<file path="src/hw/spfp_params.svh">
// Constants for the supply pulse fuse programmer.
// Assumes the level comparators sit outside; a top level also raises the middle flag.
`ifndef SPFP_PARAMS_SVH
`define SPFP_PARAMS_SVH
`define SPFP_CLK_HZ          40000000
`define SPFP_CARRIER_HZ      1000
`define SPFP_FIELD_W         8
`define SPFP_KEY_W           4
`define SPFP_KEY_MODE_BLOW   4'h1
`define SPFP_KEY_MODE_TRY    4'h2
`define SPFP_KEY_SENS        4'h1
`define SPFP_KEY_QDC         4'h2
`define SPFP_KEY_RATE        4'h3
`define SPFP_KEY_LOCK        4'h6
`define SPFP_KEY_MAX         4'h6
`define SPFP_SENS_RESET      8'h00
`define SPFP_QDC_RESET       8'h00
`define SPFP_RATE_RESET      8'h00
`define SPFP_NREG            3
// Least time of a low level between pulses: 40 us
`define SPFP_T_LOW_US        40
`define SPFP_LOW_CYC  ((`SPFP_T_LOW_US * (`SPFP_CLK_HZ / 1000000)))
// Least blow pulse width: 40 us
`define SPFP_T_BLOW_US       40
`define SPFP_BLOW_CYC ((`SPFP_T_BLOW_US * (`SPFP_CLK_HZ / 1000000)))
`define SPFP_CNT_W           12
`endif

</file>
<file path="src/hw/spfp_pkg.sv">
// Types for the supply pulse fuse programmer.
// Assumes spfp_params.svh supplies the numeric constants.
package spfp_pkg;
   typedef enum logic [2:0] {
      SPFP_IDLE   = 3'b000,
      SPFP_MKEY   = 3'b001,
      SPFP_MSEL   = 3'b010,
      SPFP_PKEY   = 3'b011,
      SPFP_PSEL   = 3'b100,
      SPFP_ADDR   = 3'b101
   } spfp_state_e;
   typedef enum logic [1:0] {
      SPFP_MODE_NONE = 2'b00,
      SPFP_MODE_TRY  = 2'b01,
      SPFP_MODE_BLOW = 2'b10
   } spfp_mode_e;
endpackage : spfp_pkg

</file>
<file path="src/hw/spfp_top.sv">
// Supply pulse fuse programmer: decodes level pulses on the supply pin.
// Assumes external comparators give top/middle level flags; both are
// asynchronous and are synchronised here. Reset models power-up.
//
// How it works
// Supply pulses at top, middle and base levels form commands.
// Try mode holds several settings in volatile latches until power cycles.
// Blow mode sets one field, then burns it into fuses.
// After the lock fuse is blown, all programming is refused.
// Carrier rate is programmable, target 1 kHz.
// Only exact pulse sequences act, so noise changes nothing.
// Select: top, N middle pulses (key), top.
// Then a top pulse enters addressing; each middle pulse adds one to a field code or sets the lock code to all ones.
// Mode key 1 blow/lock, 2 try; keys 1,2,3,6 select fields.
// Any bad sequence returns to idle without touching stored values.
`include "spfp_params.svh"
module spfp_top
   import spfp_pkg::*;
(
   input  wire logic                     ref_clk_in,
   input  wire logic                     rstn_in,
   input  wire logic                     top_program_level_in,
   input  wire logic                     middle_program_level_in,
   output logic      [`SPFP_FIELD_W-1:0] sens_code_out,
   output logic      [`SPFP_FIELD_W-1:0] qdc_code_out,
   output logic      [`SPFP_FIELD_W-1:0] carrier_rate_code_out,
   output logic      [1:0]               mode_out,
   output logic                          locked_out,
   output logic                          fuse_blow_out
);
   localparam int unsigned LOW_CYC  = `SPFP_LOW_CYC;
   localparam int unsigned BLOW_CYC = `SPFP_BLOW_CYC;

   // Two-stage synchronisers for the comparator levels
   logic top_s1, top_s2, mid_s1, mid_s2, top_d, mid_d;
   always_ff @(posedge ref_clk_in) begin
      if (!rstn_in) begin
         top_s1 <= 1'b0;
         top_s2 <= 1'b0;
         mid_s1 <= 1'b0;
         mid_s2 <= 1'b0;
         top_d  <= 1'b0;
         mid_d  <= 1'b0;
      end else begin
         top_s1 <= top_program_level_in;
         top_s2 <= top_s1;
         mid_s1 <= middle_program_level_in;
         mid_s2 <= mid_s1;
         top_d  <= top_s2;
         mid_d  <= mid_s2;
      end
   end

   // Level class: top beats middle since top passes the middle threshold
   logic is_top, is_mid, is_base;
   assign is_top  = top_s2;
   assign is_mid  = mid_s2 & ~top_s2;
   assign is_base = ~mid_s2 & ~top_s2;

   // Pulse events counted on the fall back to base, so a rising top edge
   // passing through the middle band is never taken as a middle pulse
   logic was_top, next_was_top, ev_top, ev_mid;
   logic [`SPFP_CNT_W-1:0] hi_cnt, next_hi_cnt, lo_cnt, next_lo_cnt;
   logic base_ok, gap_ok, next_gap_ok;
   // Gap is judged as the next pulse starts; by the time that pulse falls
   // back to base, lo_cnt has long been cleared
   assign base_ok = gap_ok;
   assign ev_top  = is_base & (top_d | mid_d) & was_top;
   assign ev_mid  = is_base & (top_d | mid_d) & ~was_top;

   always_comb begin
      next_was_top = was_top;
      next_hi_cnt  = hi_cnt;
      next_lo_cnt  = lo_cnt;
      next_gap_ok  = gap_ok;
      if (is_base) begin
         next_hi_cnt = '0;
         if (!(top_d | mid_d)) begin
            next_was_top = 1'b0;
         end
         if (lo_cnt != {`SPFP_CNT_W{1'b1}}) begin
            next_lo_cnt = lo_cnt + 1'b1;
         end
      end else begin
         next_lo_cnt = '0;
         // Only the first cycle off base still sees the gap length
         if (lo_cnt != '0) begin
            next_gap_ok = (lo_cnt >= `SPFP_CNT_W'(LOW_CYC));
         end
         if (is_top) begin
            next_was_top = 1'b1;
            if (hi_cnt != {`SPFP_CNT_W{1'b1}}) begin
               next_hi_cnt = hi_cnt + 1'b1;
            end
         end
      end
   end
   always_ff @(posedge ref_clk_in) begin
      if (!rstn_in) begin
         was_top <= 1'b0;
         hi_cnt  <= '0;
         lo_cnt  <= '0;
         gap_ok  <= 1'b0;
      end else begin
         was_top <= next_was_top;
         hi_cnt  <= next_hi_cnt;
         lo_cnt  <= next_lo_cnt;
         gap_ok  <= next_gap_ok;
      end
   end

   // Pulse sequencer
   spfp_state_e state, next_state;
   spfp_mode_e  mode, next_mode;
   logic [`SPFP_KEY_W-1:0]   key, next_key;
   logic [1:0]               sel, next_sel;
   logic                     lock_sel, next_lock_sel;
   logic [`SPFP_FIELD_W-1:0] code, next_code;
   logic [`SPFP_FIELD_W-1:0] vol [`SPFP_NREG];
   logic [`SPFP_FIELD_W-1:0] next_vol [`SPFP_NREG];
   logic [`SPFP_FIELD_W-1:0] fuse_rd [`SPFP_NREG];
   logic blow, lock_blow, locked, long_top;
   assign long_top = (hi_cnt >= `SPFP_CNT_W'(BLOW_CYC));

   always_comb begin
      next_state    = state;
      next_mode     = mode;
      next_key      = key;
      next_sel      = sel;
      next_lock_sel = lock_sel;
      next_code     = code;
      next_vol      = vol;
      blow          = 1'b0;
      lock_blow     = 1'b0;
      if (locked) begin
         next_state = SPFP_IDLE;
      end else if ((ev_top || ev_mid) && !base_ok && state != SPFP_IDLE) begin
         next_state = SPFP_IDLE; // Gap too short: drop the sequence
      end else begin
         case (state)
            SPFP_IDLE: begin
               next_key = '0;
               if (ev_top) begin
                  next_state = (mode == SPFP_MODE_NONE) ? SPFP_MKEY
                                                          : SPFP_PKEY;
               end
            end
            SPFP_MKEY, SPFP_PKEY: begin
               if (ev_mid) begin
                  next_key = key + 1'b1;
                  if (key == `SPFP_KEY_MAX) begin
                     next_state = SPFP_IDLE;
                  end
               end else if (ev_top) begin
                  next_state = SPFP_IDLE; // Unknown key
                  if (state == SPFP_MKEY) begin
                     if (key == `SPFP_KEY_MODE_BLOW) begin
                        next_mode = SPFP_MODE_BLOW;
                     end else if (key == `SPFP_KEY_MODE_TRY) begin
                        next_mode = SPFP_MODE_TRY;
                     end
                  end else begin
                     next_lock_sel = 1'b0;
                     next_state    = SPFP_PSEL;
                     next_code     = '0;
                     case (key)
                        `SPFP_KEY_SENS: next_sel = 2'd0;
                        `SPFP_KEY_QDC:  next_sel = 2'd1;
                        `SPFP_KEY_RATE: next_sel = 2'd2;
                        `SPFP_KEY_LOCK: next_lock_sel = 1'b1;
                        default:        next_state = SPFP_IDLE;
                     endcase
                  end
               end
            end
            SPFP_PSEL: begin
               if (ev_top) begin
                  next_state = SPFP_ADDR;
               end else if (ev_mid) begin
                  next_state = SPFP_IDLE;
               end
            end
            SPFP_ADDR: begin
               if (ev_mid && !lock_sel) begin
                  next_code = code + 1'b1;
                  next_vol[sel] = code + 1'b1; // Volatile, visible at once
               end else if (ev_mid) begin
                  next_code = '1;
               end else if (ev_top) begin
                  next_state = SPFP_IDLE;
                  if (mode == SPFP_MODE_BLOW && long_top) begin
                     blow      = ~lock_sel; // One field per pass
                     lock_blow = lock_sel & (code != '0);
                  end
                  if (mode == SPFP_MODE_BLOW) begin
                     next_mode = SPFP_MODE_NONE;
                  end
               end
            end
            default: next_state = SPFP_IDLE;
         endcase
      end
   end

   always_ff @(posedge ref_clk_in) begin
      if (!rstn_in) begin
         state    <= SPFP_IDLE;
         mode     <= SPFP_MODE_NONE;
         key      <= '0;
         sel      <= 2'd0;
         lock_sel <= 1'b0;
         code     <= '0;
         vol[0]   <= `SPFP_SENS_RESET; // Power cycle clears trial values
         vol[1]   <= `SPFP_QDC_RESET;
         vol[2]   <= `SPFP_RATE_RESET;
      end else begin
         state    <= next_state;
         mode     <= next_mode;
         key      <= next_key;
         sel      <= next_sel;
         lock_sel <= next_lock_sel;
         code     <= next_code;
         vol      <= next_vol;
      end
   end

   spfp_fuse_bank u_fuse (
      .ref_clk_in   (ref_clk_in),
      .rstn_in      (rstn_in),
      .blow_in      (blow),
      .sel_in       (sel),
      .code_in      (code),
      .lock_blow_in (lock_blow),
      .rd_data_out  (fuse_rd),
      .locked_out   (locked)
   );

   // Effective codes: fuses OR the live trial value
   always_ff @(posedge ref_clk_in) begin
      if (!rstn_in) begin
         sens_code_out         <= '0;
         qdc_code_out          <= '0;
         carrier_rate_code_out <= '0;
         mode_out              <= 2'b00;
         locked_out            <= 1'b0;
         fuse_blow_out         <= 1'b0;
      end else begin
         sens_code_out         <= fuse_rd[0] | vol[0];
         qdc_code_out          <= fuse_rd[1] | vol[1];
         carrier_rate_code_out <= fuse_rd[2] | vol[2];
         mode_out              <= mode;
         locked_out            <= locked;
         fuse_blow_out         <= blow | lock_blow;
      end
   end
endmodule : spfp_top

</file>
<file path="src/hw/spfp_fuse_bank.sv">
// Fuse bank: three bit fields of one-time bits plus the lock fuse.
// Assumes blow strobes come from the decoder on the same clock.
`include "spfp_params.svh"
module spfp_fuse_bank
   import spfp_pkg::*;
(
   input  wire logic                      ref_clk_in,
   input  wire logic                      rstn_in,
   input  wire logic                      blow_in,
   input  wire logic [1:0]                sel_in,
   input  wire logic [`SPFP_FIELD_W-1:0]  code_in,
   input  wire logic                      lock_blow_in,
   output logic      [`SPFP_FIELD_W-1:0]  rd_data_out [`SPFP_NREG],
   output logic                           locked_out
);
   logic [`SPFP_FIELD_W-1:0] fuse      [`SPFP_NREG];
   logic [`SPFP_FIELD_W-1:0] next_fuse [`SPFP_NREG];
   logic                     lock;
   logic                     next_lock;

   // Fuses model one-time bits: a blown bit clears only on reset
   genvar g;
   generate
      for (g = 0; g < `SPFP_NREG; g++) begin : g_field
         always_comb begin
            next_fuse[g] = fuse[g];
            if (blow_in && sel_in == 2'(g)) begin
               next_fuse[g] = fuse[g] | code_in;
            end
         end
         always_ff @(posedge ref_clk_in) begin
            if (!rstn_in) begin
               fuse[g]        <= 8'h00;
               rd_data_out[g] <= 8'h00;
            end else begin
               fuse[g]        <= next_fuse[g];
               rd_data_out[g] <= next_fuse[g];
            end
         end
      end
   endgenerate

   // Lock fuse, once set, stays set until reset
   always_comb begin
      next_lock = lock | lock_blow_in;
   end
   always_ff @(posedge ref_clk_in) begin
      if (!rstn_in) begin
         lock       <= 1'b0;
         locked_out <= 1'b0;
      end else begin
         lock       <= next_lock;
         locked_out <= next_lock;
      end
   end
endmodule : spfp_fuse_bank

</file>
<file path="config.mk">
export PLATFORM = sky130hd
export DESIGN_NAME = spfp_top
export DESIGN_NICKNAME = d
export VERILOG_FILES = /design/src/hw/spfp_pkg.sv /design/src/hw/spfp_top.sv /design/src/hw/spfp_fuse_bank.sv
export VERILOG_INCLUDE_DIRS = /design/src /design/src/hw
export SDC_FILE = /design/constraint.sdc
export NUM_CORES = 1
export LEC_CHECK = 0
export ABC_AREA = 1
export ABC_CLOCK_PERIOD_IN_PS = 2910
export BUFFER_PORTS_ARGS = -buffer_cell sky130_fd_sc_hd__buf_2
export CORE_MARGIN = 8
export CORE_UTILIZATION = 60
export CTS_CLUSTER_DIAMETER = 30
export DETAILED_ROUTE_END_ITERATION = 12
export PLACE_DENSITY_LB_ADDON = 0.15
export SETUP_SLACK_MARGIN = 0.3
export SLEW_MARGIN = 20
export SYNTH_ARGS = -nofsm -noshare
export SYNTH_HDL_FRONTEND = slang
export SYNTH_SLANG_ARGS = --single-unit
</file>
<file path="constraint.sdc">
create_clock -name ref_clk_in -period 2.91 [get_ports ref_clk_in]
set_input_delay 0.873 -clock ref_clk_in [delete_from_list [all_inputs] [get_ports ref_clk_in]]
set_output_delay 0.873 -clock ref_clk_in [all_outputs]
set_load 0.02 [all_outputs]
</file>
Word level (Yosys, flattened, before mapping)
Memory sizes are Yosys's and may differ from the RTL's.
Index checks and enable logic that the tools add are counted.

cells by class
  multiplexer cells = 61
  bitwise gates (word level) = 28
  reduce and logical (&&, ||, !) cells = 36
  magnitude comparators = 4
  $add $sub $neg = 4
  eq/ne operators = 29

operators by type and width
  operator                                                                 number
  8-bit 2-to-1 mux                                                         12
  8-bit OR                                                                 6
  3-bit 2-to-1 mux                                                         11
  12-bit by 1-bit adder with 12-bit output, second input constant          2
  24-bit bitwise mux                                                       1
  12-bit by 11-bit >= comparator with 1-bit output, second input constant  2
  12-bit inequality test, second input constant                            2
  2-bit inequality test, second input constant                             11
  7-bit AND reduction                                                      3
  1-bit 2-to-1 mux                                                         20
  2-bit 2-to-1 mux                                                         10
  8-bit demux with 2-bit select                                            1
  8-bit case mux with 2 select lines                                       1
  3-bit inequality test, second input constant                             5
  3-bit case mux with 4 select lines                                       1
  12-bit nonzero test                                                      1
  11-bit AND reduction                                                     1
  1-bit NOT                                                                10
  8-bit by 1-bit adder with 8-bit output, second input constant            1
  4-bit by 2-bit == test with 1-bit output, second input constant          2
  1-bit logical AND                                                        8
  4-bit case mux with 2 select lines                                       1
  2-bit AND reduction                                                      4
  4-bit AND reduction                                                      2
  other kinds (27)                                                         44

word-level totals
  logic and storage cells = 192
  memories = 1
  bits in writable memories = 24
  flip-flop bits (word level) = 129

memory list
  name         words  bits a word  rd ports  clocked after memory_dff  write ports  line                  RTL
  u_fuse.fuse  3      8            3         0                         3            spfp_fuse_bank.sv:16  logic [`SPFP_FIELD_W-1:0] fuse [`SPFP_NREG];

Longest topological paths before layout
Gate-level depths: netlist (run 1).

  word-level depth = 13
  depth in mapped cells = 10
  depth with buffers taken out = 10

By module
Synthesis (run 1) repeated with hierarchy kept, for this count alone.

unflattened totals
  cell total of the unflattened synthesis = 769
  area, all modules = 5581.6 um2

by module, submodules not included
  module          instances  area an instance (um2)  sequential area each (um2)  cells an instance
  spfp_top        1          4649.5                  2082.0                      660
  spfp_fuse_bank  1          932.1                   500.5                       109

Least setup slack after synthesis (run 1)
OpenSTA, ideal clock, no wires.

  path type = input port to flip-flop
  from = input port rstn_in
  to = register carrier_rate_code_out[4]
  setup time = 128 ps
  setup slack = 1197 ps
  data arrival time = 1586 ps
  required time = 2782 ps
  stages = 4
  cell sequence = inv_1 > clkbuf_1 > buf_1 > nor2_1

RTL lines
  what                  line             RTL
  start, declared       spfp_top.sv:21   input wire logic rstn_in,
  end signal, assigned  spfp_top.sv:250  carrier_rate_code_out <= fuse_rd[2] | vol[2];
  end, declared         spfp_top.sv:26   output logic [`SPFP_FIELD_W-1:0] carrier_rate_code_out,

No word-level cell between the ends.

Final worst setup path (run 1)
  from = register state[0]
  to = register vol[7] in the netlist's numbering

between the ends
  word-level cells in the longest chain between the ends = 4

RTL lines
  what                             line             RTL
  start, declared                  spfp_top.sv:113  spfp_state_e state, next_state;
  start signal, assigned           spfp_top.sv:217  state <= next_state;
  3-bit nonzero test               spfp_top.sv:137  end else if ((ev_top || ev_mid) && !base_ok && state != SPFP_IDLE) begin
  1-bit logical AND                spfp_top.sv:137
  1-bit NOT (no line)              n/a
  4-bit AND reduction (no line) *  n/a
  end signal, assigned             spfp_top.sv:223  vol <= next_vol;
  end, declared                    spfp_top.sv:119  logic [`SPFP_FIELD_W-1:0] vol [`SPFP_NREG];

Mark *: on every way between the ends. The rest lies on a longest branch, timed or not.
A chain may end at the register's enable or synchronous reset.

==> metrics.txt, run 1 <==
slowest CP cell=nor2_8; postcts setup bufs=0; CP arrival=about 2.3 ns; hold crit path type=reg -> reg; fin util=0.701; I/O pin count=32; largest net degree at the start of global routing=between 80 and 90; # Max-Cap Violations=0; WL per Instance=between 10 and 15 µm; Clk Latency, worst-skew pair=approximately 0.52 ns; H-Tree Depth=4; r2r startpoint=state[0]; Initial Util=0.614; pre-CTS setup slack=around 0.9 ns; Seq cells post-synth=~130; total CTS buffers=17; via-per-instance ratio=5.42; Hold Crit Depth=2; grt total ovfl=0; RSZ-0062 raised after global routing=no; number of global-route vias before repair=~4.7k; Flop pwr share=0.434; area grow syn2layout=14.1%; Max IR drop VDD=between 0.3 and 0.4 mV; Yosys warnings=0; num rows=35; Final nets=between 800 and 900; PD cells=between 600 and 700 nW/µm²; sequential area share after synthesis=0.457; Reg2Reg Depth=7; CP most frequent cell=nand2_1; antenna violations before repair=0; total number of vias=around 5k; Die Area=between 10000 and 15000 µm²; Iter 0 DRT Violations=about 310; Clock power frac=0.537; Reg area=2580 µm²; routed wire length=about 13000 µm; critical path capture point type=flip-flop; Cell Area, Synth=between 5000 and 6000 µm²; Synth cell types=36; routability congestion estimate=~0.96; n_diodes=0; core area=slightly above 9000 µm²; Final TNS setup=0 ns; fin worst setup slack=a little under 1 ns; Crit Path Max Fanout=27; critical path's top delay family=simple AND/OR/NAND/NOR gates; Least-Margin Pin Slew=between 0.5 and 0.6 ns; Die Span Y=approximately 110 µm; number of hold buffers added after CTS=0; Num Clock Sinks=around 130; first-pass GRT wire length=21000 µm; Worst Path Buf+Inv=1; layout cell share with drive strength beyond 1=0.120; port bufs=31; worst hold slack=0.418 ns; global-route usage over all layers=0.197; maximum clock frequency=0.516 GHz; PostCTS Resize Cnt=0; CTS tree=built; Synth Instances=766; Worst Path Required=3.31 ns; Hold Path Sink=mid_s2; commonest non-fill, non-tap cell in the layout=nand2_1; Clock Tree Root=clkbuf_8; R2R Setup Slk=0.97 ns; endpoints failing setup=0; Antenna Nets Post-Route=0; slew margin rel.=0.602; Clk pin slew, worst setup/hold paths=0.06 ns; RR Endpoint=vol[7]; Detail Placement HPWL=about 8300 µm; Clock Skew=roughly 0.0072 ns; switching share of total power=0.231; syn_area_per_cell=~7.4 µm²; Startpoint Class=flip-flop; post-layout min period=approximately 1.9 ns; area of the multi-input gates=about 2600 µm²; sw power=0.953 mW; Hold Fails Final Rpt=0; post-synthesis net count=~780; Slew Limit Fails=0; Leak Pwr=roughly 2.6 nW; first-pass iteration count of the detailed router=5; crit-path cells=nand2_2 > inv_2 > nand2_1 > nor2_8 > nand3_2 > nand2_1 > a21oi_1; CP Launch Point=state[0]; status=completed; commonest non-fill, non-tap cells in the layout=nand2_1 (146), dfxtp_1 (129), nor2_1 (110); Fillers=approximately 760; Comb power frac=0.029; DRC violation count after routing=0; WS Path Type=reg -> reg; Final Cycle Share=0.666; Clock Path Buffers=2; hold path start=mid_s1; Int Power=~3.2 mW; die width=113 µm; slowest cell delay on critical path=roughly 0.46 ns
## cell usage after synthesis, drive strengths merged
library cell | number | area share
xor2 | 8 | 0.012
clkbuf | 15 | 0.010
and3 | 1 | 0.0011
dfxtp | 129 | 0.46
o211a | 1 | 0.0018
nand3 | 71 | 0.068
clkinv | 1 | 0.00066
a31oi | 2 | 0.0022
nand4 | 32 | 0.035
inv | 93 | 0.062
buf | 11 | 0.016
nand2 | 152 | 0.10
or3 | 1 | 0.0011
o221ai | 1 | 0.0016
xnor2 | 4 | 0.0062
nor3 | 6 | 0.0062
nand2b | 1 | 0.0011
ha | 9 | 0.020
o21ai | 18 | 0.016
nor2 | 121 | 0.093
o21a | 1 | 0.0013
nand3b | 2 | 0.0049
a21oi | 86 | 0.077
## sequential cells by signal, indices dropped and copies added (netlist names), 2 cells and up
name                   count
mode_out                   2
sel                        2
key                        4
lo_cnt                    12
carrier_rate_code_out      8
qdc_code_out               8
code                       8
u_fuse.rd_data_out        24
mode                       2
sens_code_out              8
hi_cnt                    12
vol                       24
state                      3
## worst reg2reg max path: cells and delay by family, from the launching register on
kind                   cells  cell delay (ns)
AND/OR/NAND/NOR            5             1.28
flip-flops                 1             0.40
buffers and inverters      1             0.07
AO/OA/AOI/OAI              1             0.06
## layout make-up
type / count / area share
flip-flops and latches: 129 / 0.401
well taps: 111 / 0.0215
clock buffers: 18 / 0.0664
multi-input cells: 517 / 0.398
repair buffers: 34 / 0.0295
clock inverters: 14 / 0.0295
inverters: 94 / 0.0547
## how the worst max path moves through the flow
| stage | end | slack (ns) | cells after the start |
|---|---|---|---|
| after floorplan | carrier_rate_code_out[4] | 1.20 | 4 |
| after global placement | lo_cnt[4] | 0.96 | 5 |
| after detailed placement | lo_cnt[0] | 0.91 | 5 |
| after CTS | vol[0] | 1.00 | 7 |
| after global routing | vol[8] | 0.81 | 7 |
| final | vol[7] | 0.97 | 7 |
## power groups by stage
stage / clock, mW / sequential, mW / combinational, mW
4_1_cts: 2.23 / 1.79 / 0.119
2_1_floorplan: 0 / 1.83 / 0.0938
3_3_place_gp: 0 / 1.83 / 0.115
5_1_grt: 2.31 / 1.79 / 0.138
6_report: 2.21 / 1.79 / 0.120
3_5_place_dp: 0 / 1.83 / 0.118
## per-layer routing
| layer | vias up | global-route usage | part of all wire |
|---|---|---|---|
| li1 | 2529 | - | - |
| met1 | 2279 | 0.239 | 0.45 |
| met2 | 143 | 0.336 | 0.48 |
| met3 | 22 | 0.0447 | 0.051 |
| met4 | 0 | 0.0675 | 0.014 |
| met5 | - | 0 | 0 |
## cells by family after synthesis
kind of cell,share of synthesized area
and+or+nand+nor,0.316
xor gates and xnor gates,0.0186
adders and majority gates,0.0199
DFF,0.457
AOI/OAI and AO/OA,0.0997
buffers and inverters,0.0889
## per-stage QoR
step / instance area [µm²] / total power, mW / std cells
final: 6440 / 4.12 / 917
after global routing: 6440 / 4.24 / 917
after CTS: 6440 / 4.13 / 917
after detailed placement: 5830 / 1.95 / 885
after global placement: 5830 / 1.94 / 885
after floorplan: 5650 / 1.92 / 766
Note: power is estimated with default switching activity, not from simulation.
==> run 2, diff against run 1 <==
ABC_CLOCK_PERIOD_IN_PS = 1600   (was 2910)
CORE_UTILIZATION = 55   (was 60)
clock period = 1.6 ns   (was 2.91 ns; I/O delays follow)
==> run 2 against run 1 <==
Against the previous run:
- total power rose by 85%
- critical path depth rose by 2
- sequential power rose by 82%
- worst setup slack got worse by 0.97 ns
- cell area rose by 29%
- clock power rose by 81%
- global-route usage rose by 1.7 points
- sequential share of layout area fell by 7.8 points
- clock-buffer cell count rose by 4
- die area rose by 7.8%
- final cell count rose by 12%
- critical endpoint is now vol[0]
- highest routed layer unchanged
==> metrics.txt, run 2 (same netlist as run 1, synthesis figures left out) <==
slew margin rel.=0.698; Clock Tree Root=clkbuf_8; fin util=0.818; total CTS buffers=17; # Max-Cap Violations=0; antenna violations before repair=0; Final Cycle Share=0.997; Comb power frac=0.052; CP Launch Point=is_top; H-Tree Depth=4; maximum clock frequency=approximately 0.63 GHz; critical path capture point type=flip-flop; commonest non-fill, non-tap cells in the layout=nand2_1 (101), nor2_1 (96), inv_1 (76); Startpoint Class=flip-flop; area grow syn2layout=46.9%; hold path start=middle_program_level_in; switching share of total power=0.226; Clk pin slew, worst setup/hold paths=0.06 ns; die width=~120 µm; post-layout min period=approximately 1.6 ns; n_diodes=0; first-pass GRT wire length=24700 µm; Clock Path Buffers=2; Clock Skew=~0.0067 ns; pre-CTS setup slack=~0.062 ns; Worst Path Required=roughly 2.0 ns; Least-Margin Pin Slew=approximately 0.45 ns; Final nets=892; status=completed; commonest non-fill, non-tap cell in the layout=nand2_1; Hold Fails Final Rpt=0; Die Span Y=roughly 120 µm; DRC violation count after routing=0; Antenna Nets Post-Route=0; Slew Limit Fails=0; number of hold buffers added after CTS=0; CTS tree=built; num rows=37; endpoints failing setup=0; layout cell share with drive strength beyond 1=0.406; hold crit path type=in -> reg; largest registers=u_fuse.rd_data_out x24, vol x24; global-route usage over all layers=0.214; Num Clock Sinks=approximately 130; PD cells=921 nW/µm²; I/O pin count=32; number of global-route vias before repair=5290; Clk Latency, worst-skew pair=between 0.5 and 0.6 ns; total number of vias=around 5.7k; largest net degree at the start of global routing=53; core area=about 10000 µm²; Flop pwr share=0.425; Die Area=13800 µm²; first-pass iteration count of the detailed router=5; via-per-instance ratio=roughly 5.5; worst hold slack=around 0.13 ns; sw power=between 1.5 and 2 mW; routed wire length=17000 µm; routability congestion estimate=0.904; WS Path Type=reg -> reg; r2r startpoint=is_top; Clock power frac=0.523; RSZ-0062 raised after global routing=yes; port bufs=31; Crit Path Max Fanout=9; WL per Instance=between 15 and 20 µm; Int Power=a little under 6 mW; Iter 0 DRT Violations=474; fin worst setup slack=between 0.005 and 0.006 ns; Leak Pwr=3.34 nW; Initial Util=0.557; grt total ovfl=0; CP arrival=roughly 2 ns; Detail Placement HPWL=roughly 9000 µm; Fillers=around 610; Max IR drop VDD=approximately 0.76 mV
[run 2: cell types whose count changed in the layout (fill, tap and decap cells not counted), moves of 14 or more]
cell | before | now
buf_2 | 31 | 3
buf_6 | 0 | 42
o21ai_0 | 18 | 4
a21oi_1 | 85 | 63
nand2_2 | 5 | 39
nand3_1 | 65 | 47
nand2_1 | 146 | 101
buf_4 | 2 | 61
a21oi_2 | 1 | 22
dfxtp_2 | 0 | 44
nor2_1 | 110 | 96
dfxtp_1 | 129 | 75
[run 2: metrics by stage]
stage               cell area (µm²)  TNS, ns  total power, mW  cells
finish                         8300        0             7.64   1028
global route                   8300   -0.217             7.88   1028
CTS                            7550        0             7.58    997
detailed placement             6230        0             3.58    937
global placement               6230        0             3.57    937
floorplan                      5770        0             3.51    766
[run 2: final timing paths]
| path | end | slack [ns] | depth (start not counted) |
|---|---|---|---|
| setup / recovery | vol[0] | 0.005 | 9 |
| hold / removal | mid_s1 | 0.13 | 3 |
| setup reg to reg | vol[0] | 0.005 | 9 |
| hold reg to reg | mid_s2 | 0.41 | 2 |
[run 2: per-layer routing]
layer	share of wire	vias up	routed length [µm]	track usage
li1	-	2716	-	-
met1	0.40	2676	6720	0.249
met2	0.52	214	8810	0.368
met3	0.057	46	971	0.0508
met4	0.027	0	466	0.0925
met5	0	-	0	0
[run 2: critical path, cell delays in order, from the launching register on]
cell and delay, ns:
dfxtp_4 0.37, inv_2 0.07, nand2_4 0.06, nor2_4 0.17
nand3b_4 0.12, nor2_8 0.17, buf_12 0.14, nand3_4 0.15
nand2_1 0.13, a21oi_1 0.08
[run 2: final cells by class]
| type | instances | area [µm²] | share of cell area |
|---|---|---|---|
| inverters | 94 | 367 | 0.0442 |
| clock buffers | 22 | 505 | 0.0609 |
| clock inverters | 10 | 120 | 0.0145 |
| well taps | 136 | 170 | 0.0205 |
| flip-flops and latches | 129 | 2680 | 0.322 |
| multi-input cells | 518 | 3230 | 0.389 |
| repair buffers | 119 | 1230 | 0.148 |
[run 2: power by group through the flow]
stage	logic, mW	clock network, mW	registers (mW)
after global routing	0.424	4.21	3.25
after floorplan	0.183	0	3.33
after CTS	0.306	4.02	3.25
after detailed placement	0.245	0	3.33
after global placement	0.237	0	3.33
final	0.395	4.00	3.25
[run 2: timing repair]
item,CTS,global route
pin swaps,33,52
resized for setup,155,130
cloned,2,3
endpoints found under the setup margin,120,123
setup buffers,26,28
